===== src/hdl/iepr_pkg.sv =====
// Constants and types for the interrupt enable and priority registers
package iepr_pkg;

  localparam int IEPR_AW = 8;
  localparam int IEPR_DW = 16;
  localparam int IEPR_PW = 3;

  // Byte addresses on the register port
  localparam logic [7:0] A_FLG4 = 8'h80;
  localparam logic [7:0] A_FLG5 = 8'h82;
  localparam logic [7:0] A_FLG6 = 8'h84;
  localparam logic [7:0] A_IEN4 = 8'hA0;
  localparam logic [7:0] A_IEN5 = 8'hA2;
  localparam logic [7:0] A_IEN6 = 8'hA4;
  localparam logic [7:0] A_PRI0 = 8'hA8;
  localparam logic [7:0] A_PRI1 = 8'hAA;

  // Source bit positions, shared by flag and enable registers
  localparam int B_CC2 = 0;
  localparam int B_CC4 = 15;
  localparam int B_CC3 = 14;
  localparam int B_USB = 6;
  localparam int B_I2CB = 5;
  localparam int B_I2CA = 4;
  localparam int B_TS = 14;
  localparam int B_OSC = 10;
  localparam int B_LC4 = 3;
  localparam int B_LC3 = 2;
  localparam int B_LC2 = 1;
  localparam int B_LC1 = 0;

  // Implemented bits; all others read as zero
  localparam logic [15:0] M_REG4 = 16'h0001;
  localparam logic [15:0] M_REG5 = 16'hC070;
  localparam logic [15:0] M_REG6 = 16'h440F;
  localparam logic [15:0] M_PRI0 = 16'h7777;
  localparam logic [15:0] M_PRI1 = 16'h7007;

  // Priority field low bits
  localparam int P_HI = 12;
  localparam int P_MH = 8;
  localparam int P_ML = 4;
  localparam int P_LO = 0;

  localparam logic [2:0] PRIO_DEF = 3'h4;
  localparam logic [15:0] RST_EN = 16'h0000;
  localparam logic [15:0] RST_PRI0 = {1'b0, PRIO_DEF, 1'b0, PRIO_DEF,
                                      1'b0, PRIO_DEF, 1'b0, PRIO_DEF};
  localparam logic [15:0] RST_PRI1 = RST_PRI0 & M_PRI1;

  typedef struct packed {
    logic [IEPR_AW-1:0] addr;
    logic [IEPR_DW-1:0] wdata;
    logic wr;
    logic rd;
  } iepr_bus_t;

  typedef struct packed {
    logic capcomp_four;
    logic capcomp_three;
    logic capcomp_two;
    logic usb;
    logic i2c_b_collision;
    logic i2c_a_collision;
    logic timestamp;
    logic osc_selftune;
    logic logic_cell_four;
    logic logic_cell_three;
    logic logic_cell_two;
    logic logic_cell_one;
  } iepr_src_t;

  typedef struct packed {
    logic [IEPR_PW-1:0] timer_one_prio;
    logic [IEPR_PW-1:0] cct_two_prio;
    logic [IEPR_PW-1:0] cct_one_prio;
    logic [IEPR_PW-1:0] ext_irq_zero_prio;
    logic [IEPR_PW-1:0] timer_two_prio;
    logic [IEPR_PW-1:0] dma_zero_prio;
  } iepr_prio_t;

  typedef struct packed {
    logic [IEPR_DW-1:0] ien4;
    logic [IEPR_DW-1:0] ien5;
    logic [IEPR_DW-1:0] ien6;
    logic [IEPR_DW-1:0] flg4;
    logic [IEPR_DW-1:0] flg5;
    logic [IEPR_DW-1:0] flg6;
    logic [IEPR_DW-1:0] pri0;
    logic [IEPR_DW-1:0] pri1;
    logic [IEPR_DW-1:0] rdata;
    iepr_src_t req;
    logic irq;
  } iepr_state_t;

endpackage


===== src/hdl/iepr_regs.sv =====
// Interrupt enable, flag and priority registers with request gating
//
// Overview of operation
// RQ1: Priority fields are three bits; level 7 highest, level 0 lowest.
// RQ2: Every priority field resets to level 4.
// RQ3: Register five bit 6 enables the USB request.
// RQ4: Register five bits 5 and 4 enable I2C 2 and I2C 1 collision requests.
// RQ5: Register five bits 15 and 14 enable capture/compare 4 and 3.
// RQ6: Register six bit 14 enables the timestamp request.
// RQ7: Register six bit 10 enables the oscillator self-tuning request.
// RQ8: Register six bits 3 to 0 enable logic cells 4 to 1.
// RQ9: Register four bit 0 enables the capture/compare 2 request.
// RQ10: Priority zero bits 14:12 Timer1, bits 10:8 capture/compare/timer 2.
// RQ11: Priority zero bits 6:4 capture/compare/timer 1, bits 2:0 external 0.
// RQ12: Priority one bits 14:12 Timer2, bits 2:0 DMA channel 0.
// RQ13: A flag reads 1 once its event occurred, regardless of enable.
// RQ14: Clearing an enable masks the forwarded request, not the flag.
//
// The strobed register port was decided locally.
`timescale 1ns/100ps

module iepr_regs (
  input wire logic clk,
  input wire logic reset_n,
  input wire iepr_pkg::iepr_bus_t bus,
  output logic [iepr_pkg::IEPR_DW-1:0] rdata,
  input wire iepr_pkg::iepr_src_t events,
  output iepr_pkg::iepr_src_t req,
  output iepr_pkg::iepr_prio_t prio,
  output logic irq
);

  iepr_pkg::iepr_state_t st_q;
  iepr_pkg::iepr_state_t st_d;

  function automatic logic hit(
    input logic [iepr_pkg::IEPR_AW-1:0] a,
    input logic [iepr_pkg::IEPR_AW-1:0] off
  );
    hit = (a == off);
  endfunction

  // Set wins over a simultaneous write-one clear
  function automatic logic [iepr_pkg::IEPR_DW-1:0] w1c(
    input logic [iepr_pkg::IEPR_DW-1:0] flag,
    input logic [iepr_pkg::IEPR_DW-1:0] set,
    input logic [iepr_pkg::IEPR_DW-1:0] clr,
    input logic [iepr_pkg::IEPR_DW-1:0] msk
  );
    w1c = ((flag & ~clr) | set) & msk;
  endfunction

  function automatic logic [iepr_pkg::IEPR_PW-1:0] fld(
    input logic [iepr_pkg::IEPR_DW-1:0] r,
    input int lsb
  );
    fld = r[lsb +: iepr_pkg::IEPR_PW];
  endfunction

  logic [iepr_pkg::IEPR_DW-1:0] set4;
  logic [iepr_pkg::IEPR_DW-1:0] set5;
  logic [iepr_pkg::IEPR_DW-1:0] set6;
  logic [iepr_pkg::IEPR_DW-1:0] clr4;
  logic [iepr_pkg::IEPR_DW-1:0] clr5;
  logic [iepr_pkg::IEPR_DW-1:0] clr6;
  logic [iepr_pkg::IEPR_DW-1:0] pend4;
  logic [iepr_pkg::IEPR_DW-1:0] pend5;
  logic [iepr_pkg::IEPR_DW-1:0] pend6;

  always_comb begin
    st_d = st_q;
    set4 = '0;
    set5 = '0;
    set6 = '0;
    clr4 = '0;
    clr5 = '0;
    clr6 = '0;

    // Event inputs placed at their flag positions
    set4[iepr_pkg::B_CC2] = events.capcomp_two;
    set5[iepr_pkg::B_CC4] = events.capcomp_four;
    set5[iepr_pkg::B_CC3] = events.capcomp_three;
    set5[iepr_pkg::B_USB] = events.usb;
    set5[iepr_pkg::B_I2CB] = events.i2c_b_collision;
    set5[iepr_pkg::B_I2CA] = events.i2c_a_collision;
    set6[iepr_pkg::B_TS] = events.timestamp;
    set6[iepr_pkg::B_OSC] = events.osc_selftune;
    set6[iepr_pkg::B_LC4] = events.logic_cell_four;
    set6[iepr_pkg::B_LC3] = events.logic_cell_three;
    set6[iepr_pkg::B_LC2] = events.logic_cell_two;
    set6[iepr_pkg::B_LC1] = events.logic_cell_one;

    if (bus.wr) begin
      if (hit(bus.addr, iepr_pkg::A_FLG4)) begin
        clr4 = bus.wdata;
      end
      if (hit(bus.addr, iepr_pkg::A_FLG5)) begin
        clr5 = bus.wdata;
      end
      if (hit(bus.addr, iepr_pkg::A_FLG6)) begin
        clr6 = bus.wdata;
      end
      if (hit(bus.addr, iepr_pkg::A_IEN4)) begin
        st_d.ien4 = bus.wdata & iepr_pkg::M_REG4; // RQ9
      end
      if (hit(bus.addr, iepr_pkg::A_IEN5)) begin
        st_d.ien5 = bus.wdata & iepr_pkg::M_REG5; // RQ3 RQ4 RQ5
      end
      if (hit(bus.addr, iepr_pkg::A_IEN6)) begin
        st_d.ien6 = bus.wdata & iepr_pkg::M_REG6; // RQ6 RQ7 RQ8
      end
      if (hit(bus.addr, iepr_pkg::A_PRI0)) begin
        st_d.pri0 = bus.wdata & iepr_pkg::M_PRI0; // RQ1 RQ10 RQ11
      end
      if (hit(bus.addr, iepr_pkg::A_PRI1)) begin
        st_d.pri1 = bus.wdata & iepr_pkg::M_PRI1; // RQ1 RQ12
      end
    end

    // Flags are set by events and cleared by write-one only; enables never touch them
    st_d.flg4 = w1c(st_q.flg4, set4, clr4, iepr_pkg::M_REG4); // RQ13 RQ14
    st_d.flg5 = w1c(st_q.flg5, set5, clr5, iepr_pkg::M_REG5); // RQ13 RQ14
    st_d.flg6 = w1c(st_q.flg6, set6, clr6, iepr_pkg::M_REG6); // RQ13 RQ14

    // Requests forwarded to the core: pending flag and enable
    pend4 = st_d.flg4 & st_d.ien4; // RQ14
    pend5 = st_d.flg5 & st_d.ien5; // RQ14
    pend6 = st_d.flg6 & st_d.ien6; // RQ14
    st_d.req.capcomp_two = pend4[iepr_pkg::B_CC2]; // RQ9
    st_d.req.capcomp_four = pend5[iepr_pkg::B_CC4]; // RQ5
    st_d.req.capcomp_three = pend5[iepr_pkg::B_CC3]; // RQ5
    st_d.req.usb = pend5[iepr_pkg::B_USB]; // RQ3
    st_d.req.i2c_b_collision = pend5[iepr_pkg::B_I2CB]; // RQ4
    st_d.req.i2c_a_collision = pend5[iepr_pkg::B_I2CA]; // RQ4
    st_d.req.timestamp = pend6[iepr_pkg::B_TS]; // RQ6
    st_d.req.osc_selftune = pend6[iepr_pkg::B_OSC]; // RQ7
    st_d.req.logic_cell_four = pend6[iepr_pkg::B_LC4]; // RQ8
    st_d.req.logic_cell_three = pend6[iepr_pkg::B_LC3]; // RQ8
    st_d.req.logic_cell_two = pend6[iepr_pkg::B_LC2]; // RQ8
    st_d.req.logic_cell_one = pend6[iepr_pkg::B_LC1]; // RQ8
    st_d.irq = |{pend4, pend5, pend6};

    // Read data valid in the cycle after the strobe only
    st_d.rdata = '0;
    if (bus.rd) begin
      case (bus.addr)
        iepr_pkg::A_FLG4: st_d.rdata = st_q.flg4; // RQ13
        iepr_pkg::A_FLG5: st_d.rdata = st_q.flg5; // RQ13
        iepr_pkg::A_FLG6: st_d.rdata = st_q.flg6; // RQ13
        iepr_pkg::A_IEN4: st_d.rdata = st_q.ien4;
        iepr_pkg::A_IEN5: st_d.rdata = st_q.ien5;
        iepr_pkg::A_IEN6: st_d.rdata = st_q.ien6;
        iepr_pkg::A_PRI0: st_d.rdata = st_q.pri0;
        iepr_pkg::A_PRI1: st_d.rdata = st_q.pri1;
        default: st_d.rdata = '0;
      endcase
    end
  end

  always_ff @(posedge clk or negedge reset_n) begin
    if (!reset_n) begin
      st_q <= '0;
      st_q.ien4 <= iepr_pkg::RST_EN;
      st_q.ien5 <= iepr_pkg::RST_EN;
      st_q.ien6 <= iepr_pkg::RST_EN;
      st_q.pri0 <= iepr_pkg::RST_PRI0; // RQ2
      st_q.pri1 <= iepr_pkg::RST_PRI1; // RQ2
    end else begin
      st_q <= st_d;
    end
  end

  assign rdata = st_q.rdata;
  assign req = st_q.req;
  assign irq = st_q.irq;

  // Priority levels straight from the register bits
  assign prio.timer_one_prio = fld(st_q.pri0, iepr_pkg::P_HI); // RQ10
  assign prio.cct_two_prio = fld(st_q.pri0, iepr_pkg::P_MH); // RQ10
  assign prio.cct_one_prio = fld(st_q.pri0, iepr_pkg::P_ML); // RQ11
  assign prio.ext_irq_zero_prio = fld(st_q.pri0, iepr_pkg::P_LO); // RQ11
  assign prio.timer_two_prio = fld(st_q.pri1, iepr_pkg::P_HI); // RQ12
  assign prio.dma_zero_prio = fld(st_q.pri1, iepr_pkg::P_LO); // RQ12

endmodule


===== config.mk =====
export PLATFORM = sky130hd
export DESIGN_NAME = iepr_regs
export DESIGN_NICKNAME = d
export VERILOG_FILES = /design/src/hdl/iepr_pkg.sv /design/src/hdl/iepr_regs.sv
export SDC_FILE = /design/constraint.sdc
export NUM_CORES = 1
export LEC_CHECK = 0
export BUFFER_PORTS_ARGS = -buffer_cell sky130_fd_sc_hd__buf_2
export CORE_MARGIN = 2
export CORE_UTILIZATION = 50
export DETAILED_ROUTE_END_ITERATION = 16
export PLACE_DENSITY = 0.76
export SLEW_MARGIN = 15
export SYNTH_ARGS = -nofsm -noshare
export SYNTH_HDL_FRONTEND = slang
export SYNTH_SLANG_ARGS = --single-unit

===== constraint.sdc =====
create_clock -name clk -period 3.9 [get_ports clk]
set_clock_uncertainty 0.1 [all_clocks]
set_input_delay 0.39 -clock clk [delete_from_list [all_inputs] [get_ports clk]]
set_output_delay 0.39 -clock clk [all_outputs]
set_load 0.005 [all_outputs]

==> flow_summary.toml, run 1 <==
[placed_design]
gp_congestion = 0.760
pre_cts_ws_ns = 0.662
hpwlAfterDp_mm = 5.30
port_buffers = 82

[global_route]
grt-ovfl-total = 0
track_usage = 0.208
grt_max_degree = 44
antenna_found_initial = 0
grt_pass1_wl_mm = 11.7
grt_pass1_vias = 2335

[clock_tree]
cts.sinks = 69
clock_latency_ns = 0.34
cts_resized = 0
clockRootBuffer = "clkbuf_8"
cts_tree = "done"
h-tree-depth = 3
cts_hold_buf = 0
clkTransAtPathRegs_ns = 0.07
post_cts_buffers = 0
cts_buffer_depth = 2
cts_buffers = 9

[sta]
fin_ws_ns = 1.03
fmax_mhz = 348
timing.setup.tns_ns = 0
finalCriticalPeriod_ns = 2.87
rsz0062_at_grt = "false"
slew_viol_final = 0
setup_viol = 0
worst_slew_pin_slew_ns = 1.04
max-slew-margin-rel = 0.294
final_hold_viol_count = 0
period_share = 0.736

[drt]
vias_per_cell = 5.63
ant_nets = 0
drtIter0Drc = 156
drc = 6
drt_wl_total_mm = 7.21
wl_per_cell_um = 17.0
first_pass_iters = 13
via_count = 2393

[worst_hold_path]
hold_class = "input pin to asynchronous set/reset pin"

[status]
status = "finished with violations"
failed_checks = "DRC"

[finish]
syn_to_final_growth_pct = 10.3
fin_nets = 383
drive_above_1_share = 0.408
num_antenna_cells = 0
final_util = 0.574

[yosys]
ys_types = 42
synth-edff-count = 0
synth_top_area_frac = 0.472
syn_avg_cell_area_um2 = 11.0
synthCells = 304
seq_area_frac_synth = 0.519
yosys-top-cells-area = "dfrtp_1 (47%), buf_4 (10%), mux2_2 (7.8%)"
async_reset_ff_frac = 1.00
synth_area_mm2 = 0.00334
yosysTopAreaCell = "dfrtp_1"
ys_warn_count = 0
yosysMostFrequentCell = "dfrtp_1"
ys_ff_latch = 69
synth_ff_type = "dfrtp_1"
synth_common_cells = "dfrtp_1 (63), buf_4 (46), mux2_2 (23)"

[worst_setup_path]
cp.required_ns = 4.01
cp.arrival_ns = 2.98
cp_max_fo = 11
crit_path_end_kind = "flop"
path_class = "input pin to flop"
worstSetupStartpointType = "input pin"

[pwr]
ir_worst_vdd_uv = 203
powerDensity_mw_per_mm2 = 394
p_leak_nw = 1.94

[floorplan]
fp.dieH_um = 85.7
die_x_um = 85.7
initial_core_util = 0.520
dieArea_mm2 = 0.00735
core_area_mm2 = 0.00642
top_level_ports = 87
rows = 29

[flow_run]
cap_viol_max_count = 0
## metal layers
metal	routed length [um]	share of wire	track usage
met4	166	0.023	0.0909
met5	0	0	0
met1	3050	0.42	0.280
met2	3680	0.51	0.331
met3	307	0.043	0.0385
## sequential cells by signal, summed over array words and instances (netlist names)
name,count
irq,1
prio,18
rdata,14
st_q,24
req,12
## through the flow
stage / hold WS [ns] / cell area [um^2] / power, mW / std cells
4_1_cts: 0.118 / 3680 / 1.47 / 425
3_3_place_gp: 0.390 / 3490 / 0.896 / 409
2_1_floorplan: -0.00559 / 3340 / 0.846 / 305
3_5_place_dp: 0.399 / 3490 / 0.900 / 409
6_report: 0.0814 / 3680 / 1.45 / 425
5_1_grt: 0.145 / 3680 / 1.52 / 425
## final cells by class
cell class	instances	area, um^2
sequential	69	1730
clock inverter	4	47.5
inverter	18	67.6
timing repair buffer	89	463
clock buffer	12	145
tap	77	96.3
fill	561	2740
multi-input combinational	156	1130
## placed cells by master (no fill, tap or decap), types with 3 or more instances in the layout
cell type	Yosys	routed
a21oi_1	8	8
nor2_1	17	17
nand2_1	17	17
nor3b_1	3	3
o21ai_0	4	4
or4_1	4	4
a22oi_1	10	10
mux2_2	23	23
or2_2	5	5
buf_4	46	7
dfrtp_1	63	63
inv_1	17	17
buf_2	4	82
mux2i_1	6	6
a2bb2oi_1	5	5
a221oi_1	4	4
nand4_1	13	13
dfstp_2	6	6
o31ai_1	8	8
a41oi_1	5	5
clkbuf_8	0	10
## power breakdown
group	leakage, nW	internal [mW]	switching [mW]	total (mW)
Combinational	0.970	0.0563	0.0749	0.131
Clock	0.0964	0.311	0.258	0.569
Sequential	0.871	0.742	0.0113	0.753
Total	1.94	1.11	0.344	1.45
## final timing paths
| kind | start | to | slack (ns) | cells after the start |
|---|---|---|---|---|
| min in group clk | events[0] | st_q[61] | 0.14 | 3 |
| max in group asynchronous | reset_n | prio[14] | 2.68 | 2 |
| worst min-delay path | reset_n | rdata[8] | 0.08 | 1 |
| worst min register to register | st_q[83] | st_q[83] | 0.42 | 2 |
| worst max register to register | st_q[71] | irq | 1.86 | 5 |
| worst max-delay path | bus[22] | irq | 1.03 | 6 |
## critical path, cell delays in order
cell	delay, ns
buf_2	0.11
nor4bb_2	0.91
a41oi_1	0.24
a2bb2oi_1	0.20
or4_1	0.58
or4_1	0.54
## kinds of logic after synthesis
logic type	Yosys count	share of synthesized area
AOI/OAI and AO/OA	50	0.112
buffers and inverters	80	0.145
and+or+nand+nor	75	0.127
muxes	29	0.0955
other	1	0.00112
DFF	69	0.519
(Power assumes the default switching activity.)
==> inputs of run 2 (changes only) <==
- ABC_AREA: unset -> 1
- clock period: 3.9 -> 2.8 ns (I/O delays scaled with it)
==> run 2 against run 1 <==
  * Largest power group unchanged
  * Global-route usage fell by 0.87 points
  * The run now ends clean
  * Flip-flop and latch count did not move
  * Cell count rose by 24%
  * Highest routed layer unchanged
  * Die area rose by 2.8%
  * Sequential power rose by 39%
==> flow_summary.toml, run 2 <==
[status]
status = "complete, no violations"

[drt]
vias_per_cell = 4.94
wl_per_cell_um = 13.6
drc = 0
first_pass_iters = 4
drtIter0Drc = 148
drt_wl_total_mm = 7.15
via_count = 2597
ant_nets = 0

[flow_run]
cap_viol_max_count = 0

[yosys]
synthXorXnorAreaFrac = 0
yosys-top-cells-area = "dfrtp_1 (46%), nand2_1 (13%), buf_4 (10%)"
yosysMostFrequentCell = "nand2_1"
synth-compound-area-share = 0.0502
syn_avg_cell_area_um2 = 8.51
synth_top_family_by_area = "simple AND/OR/NAND/NOR gates"
ys_warn_count = 0
synth_top_area_frac = 0.459
synth_ff_type = "dfrtp_1"
seq_area_frac_synth = 0.504
synthAdderAreaFrac = 0
synth_common_cells = "nand2_1 (123), dfrtp_1 (63), buf_4 (47)"
synth-edff-count = 0
synthCells = 404
ys_ff_latch = 69
async_reset_ff_frac = 1.00
ys_types = 28
yosys.area_share.simple = 0.251
synth_area_mm2 = 0.00344
yosysTopAreaCell = "dfrtp_1"
synthMuxAreaShare = 0.0164

[finish]
largest_reg_flops = 24
regMostFlops = "st_q"
final_cell_mix = "nand2_1 (123), buf_2 (82), dfrtp_1 (63), inv_1 (46), nand3_1 (31)"
fillCellCount = 626
fin_nets = 481
num_antenna_cells = 0
drive_above_1_share = 0.274
final_common_cell = "nand2_1"
fin_cells = 526
syn_to_final_growth_pct = 8.55
final_util = 0.555

[worst_setup_path]
path_delay_family = "simple AND/OR/NAND/NOR gates"
path_class = "input pin to flop"
cp_num_cells = 8
slowest_stage = "nand2_1"
cpMostUsedCell = "nor2_4"
cp.required_ns = 2.93
r2r_cells = 6
cp.arrival_ns = 2.08
cp_cell_sequence = "buf_2 -> inv_1 -> nand2_2 -> nor2_4 -> nand3_2 -> nor2_4 -> nand2_1 -> mux2_4"
cp_max_fo = 20
crit_buf_inv = 2
worstSetupStartpointType = "input pin"
max_stage_delay_ns = 0.51
r2r_setup_slack_ns = 1.55
crit_path_end_kind = "flop"

[sta]
fin_ws_ns = 0.849
timing.setup.tns_ns = 0
setup_viol = 0
max-slew-margin-rel = 0.438
finalCriticalPeriod_ns = 1.95
final_hold_viol_count = 0
fmax_mhz = 513
worst_slew_pin_slew_ns = 0.843
period_share = 0.697
rsz0062_at_grt = "false"
slew_viol_final = 0

[global_route]
met3_usage = 0.0351
gr-usage-met1 = 0.262
grt-ovfl-total = 0
track_usage = 0.199
grt_pass1_wl_mm = 11.4
grt_max_degree = 70
grt_pass1_vias = 2469
busiest_layer = "met2"
grt_use_met2 = 0.310
antenna_found_initial = 0

[worst_hold_path]
hold_class = "input pin to asynchronous set/reset pin"

[pwr]
powerDensity_mw_per_mm2 = 527
finalPower_mw = 1.97
p_leak_nw = 2.18
ir_worst_vdd_uv = 241

[floorplan]
rows = 30
die_x_um = 86.9
top_level_ports = 87
fp.dieH_um = 86.9
dieArea_mm2 = 0.00756
initial_core_util = 0.512
core_area_mm2 = 0.00672

[clock_tree]
cts.sinks = 69
cts_tree = "done"
clockRootBuffer = "clkbuf_8"
cts_buffers = 9
cts_hold_buf = 0
cts_buffer_depth = 2
h-tree-depth = 3
post_cts_buffers = 0
clock_latency_ns = 0.35
cts_resized = 0
clkTransAtPathRegs_ns = 0.07

[placed_design]
pre_cts_ws_ns = 0.471
hpwlAfterDp_mm = 5.02
gp_congestion = 0.829
port_buffers = 82
dp_cells = 510
==> run 2: changes by cell type after synthesis, sizes merged, moves of 5 or more <==
cell	delta
nand2	+108
nand3	+31
inv	+30
mux2	-19
o21ai	+13
a22oi	-10
o31ai	-8
clkbuf	-6
mux2i	-6
nand3b	+6
a2bb2oi	-5
a41oi	-5
buf	+5
==> run 2: cell families (layout without fill, tap and decap cells) <==
group           after synthesis  count (layout)
other cells                   1               2
compound gates               29              29
buf+inv                     108             149
simple gates                193             193
flops                        69              69
mux                           4               4
==> run 2: path summary, 6_finish.rpt <==
path,startpoint,end
max,bus[24],prio[12]
min in group clk,events[8],st_q[83]
max in group asynchronous,reset_n,st_q[131]
min reg2reg,prio[2],prio[2]
min,reset_n,req[6]
max reg2reg,st_q[130],irq
==> run 2: per-layer routing <==
metal	vias up	share of wire
li1	1286	-
met1	1214	0.45
met2	86	0.48
met3	11	0.055
met4	0	0.020
met5	-	0
==> run 2: stage by stage <==
step / hold WS, ns / instance area, um^2
2_1_floorplan: -0.116 / 3440
3_3_place_gp: 0.378 / 3550
3_5_place_dp: 0.385 / 3550
4_1_cts: 0.0199 / 3730
5_1_grt: 0.0320 / 3730
6_report: 0.00890 / 3730
==> run 2: layout make-up <==
type                            count  area [um^2]  area share
Sequential cell                    69         1730       0.465
Multi-Input combinational cell    228         1100       0.295
Timing Repair Buffer               86          440       0.118
Clock inverter                      1         5.00     0.00134
Tap cell                           80          100      0.0268
Clock buffer                       15          176      0.0473
Inverter                           47          176      0.0473
==> run 2: where the power goes <==
group	switching, mW	internal, mW
registers	0.0180	1.03
clock network	0.348	0.394
logic	0.108	0.0657
total	0.475	1.49
==> inputs of run 3 (changes only) <==
- ABC_AREA: 1 -> 0
- CORE_UTILIZATION: 50 -> 48
- clock period: 2.8 -> 1.6 ns (I/O delays scaled with it)
==> run 3 against run 2 <==
  * The flow now finishes with violations (setup timing)
  * Flip-flop and latch count stayed put
  * Routed wire length rose by 20%
  * First-iteration DRC count increased by 22%
  * Core utilization is 11 points higher
  * Register-to-register slack worse by 2.0 ns
  * Via count increased by 2.2%
  * Worst setup slack worse by 1.6 ns
  * Non-clock buffer count grew 59
  * Sequential share of layout area fell by 7.8 points
  * Count of clock-buffer cells in the layout fell by 2
  * Critical path depth down 1
==> flow_summary.toml, run 3 (synthesis gave the netlist of run 1 again) <==
[pwr]
pwr-share-seq = 0.519
pwr-share-clk = 0.343
finalPower_mw = 3.55
combPwrFrac = 0.138
swShare = 0.253
ir_worst_vdd_uv = 563
internal_power_mw = 2.65
switchingPower_uw = 898
powerDensity_mw_per_mm2 = 792
p_leak_nw = 2.29

[placed_design]
dp_cells = 449
port_buffers = 82
gp_congestion = 0.785
hpwlAfterDp_mm = 5.74
placed_cell_area_mm2 = 0.00394

[worst_setup_path]
cp_cell_sequence = "buf_2 -> or4bb_4 -> buf_12 -> o31ai_4 -> a2bb2oi_2 -> or4_4 -> or4_4"
cp.required_ns = 1.71
max_stage_delay_ns = 0.62
worstSetupStartpointType = "input pin"
path_class = "input pin to flop"
crit_path_end_kind = "flop"
slowest_stage = "or4bb_4"
cp_max_fo = 8
cp.arrival_ns = 2.50
cpMostUsedCell = "or4_4"

[finish]
fin_area_mm2 = 0.00449
final_common_cell = "buf_2"
regMostFlops = "st_q"
syn_to_final_growth_pct = 34.3
largest_reg_flops = 24
register_area_mm2 = 0.00173
multi_input_area_mm2 = 0.00139
fin_cells = 483
final_cell_mix = "buf_2 (79), dfrtp_1 (63), buf_4 (37), mux2_2 (23)"
num_antenna_cells = 0
drive_above_1_share = 0.519
fillCellCount = 495
fin_nets = 439

[global_route]
grt-ovfl-total = 0
antenna_found_initial = 0
grt_pass1_vias = 2653
grt_max_degree = 70
grt_pass1_wl_mm = 13.1
track_usage = 0.229

[sta]
period_share = 1.49
worst_slew_pin_slew_ns = 0.556
final_hold_viol_count = 0
timing.setup.tns_ns = -0.809
finalCriticalPeriod_ns = 2.39
slew_viol_final = 0
rsz0062_at_grt = "true"
setup_viol = 2
fmax_mhz = 419
max-slew-margin-rel = 0.627
fin_ws_ns = -0.788

[worst_hold_path]
hold_class = "input pin to flop"

[floorplan]
die_x_um = 87.4
dieArea_mm2 = 0.00764
initial_core_util = 0.494
top_level_ports = 87
core_area_mm2 = 0.00676
fp.dieH_um = 87.4
rows = 30

[drt]
ant_nets = 0
via_count = 2653
drtIter0Drc = 181
first_pass_iters = 5
wl_per_cell_um = 17.7
vias_per_cell = 5.49
drc = 0
drt_wl_total_mm = 8.56

[clock_tree]
clock_latency_ns = 0.35
h-tree-depth = 3
clockRootBuffer = "clkbuf_8"
clkTransAtPathRegs_ns = 0.07
cts_buffer_depth = 2
cts.sinks = 69
cts_tree = "done"
cts_buffers = 9

[status]
failed_checks = "setup timing"
status = "finished with violations"

[flow_run]
cap_viol_max_count = 0
[run 3: metal layers]
layer  GRT usage  vias to the layer above  wire [um]
met1       0.299                     1297       3630
met2       0.364                      107       4220
li1            -                     1226          -
met5           0                        -          0
met3      0.0332                       23        432
met4       0.129                        0        276
[run 3: critical path, delay by kind of cell]
family,cells,cell delay (ns)
AOI/OAI and AO/OA,2,0.32
and+or+nand+nor,3,1.69
buffers and inverters,2,0.32
[run 3: repair_timing]
item | in CTS | in global routing
buffers inserted | 3 | 0
hold buffers | 16 | 0
endpoints found under the setup margin | 10 | 12
pin swaps | 4 | 12
resized for setup | 15 | 24
endpoints found under the hold margin | 83 | 0
[run 3: layout make-up]
class                      count  area share
multi-input combinational    156       0.310
inverter                      18      0.0162
sequential                    69       0.387
tap                           80      0.0223
timing repair buffer         145       0.230
clock inverter                 2     0.00223
clock buffer                  13      0.0332
[run 3: stage by stage]
step	utilization	hold WS [ns]	worst slack, ns
3_5_place_dp	0.583	0.111	-1.27
3_3_place_gp	0.583	0.107	-1.21
5_1_grt	0.664	0.0228	-0.812
4_1_cts	0.648	0.00423	-0.753
2_1_floorplan	-	-0.236	-0.863
6_report	0.664	0.00917	-0.788
[run 3: power by group through the flow]
| stage | logic [mW] | registers, mW | clock network [mW] |
|---|---|---|---|
| 6_report | 0.491 | 1.85 | 1.22 |
| 3_5_place_dp | 0.403 | 1.87 | 0 |
| 3_3_place_gp | 0.390 | 1.88 | 0 |
| 4_1_cts | 0.465 | 1.84 | 1.24 |
| 5_1_grt | 0.533 | 1.85 | 1.31 |
| 2_1_floorplan | 0.224 | 1.87 | 0 |
[run 3: worst paths after layout]
check	startpoint	end	slack, ns	cells after the start
setup / recovery	bus[22]	irq	-0.79	7
hold / removal	events[2]	req[2]	0.009	2
setup reg to reg	st_q[75]	irq	-0.40	5
hold reg to reg	prio[8]	rdata[2]	0.41	2
max in group asynchronous	reset_n	prio[5]	0.80	3
min in group asynchronous	reset_n	rdata[9]	0.25	3
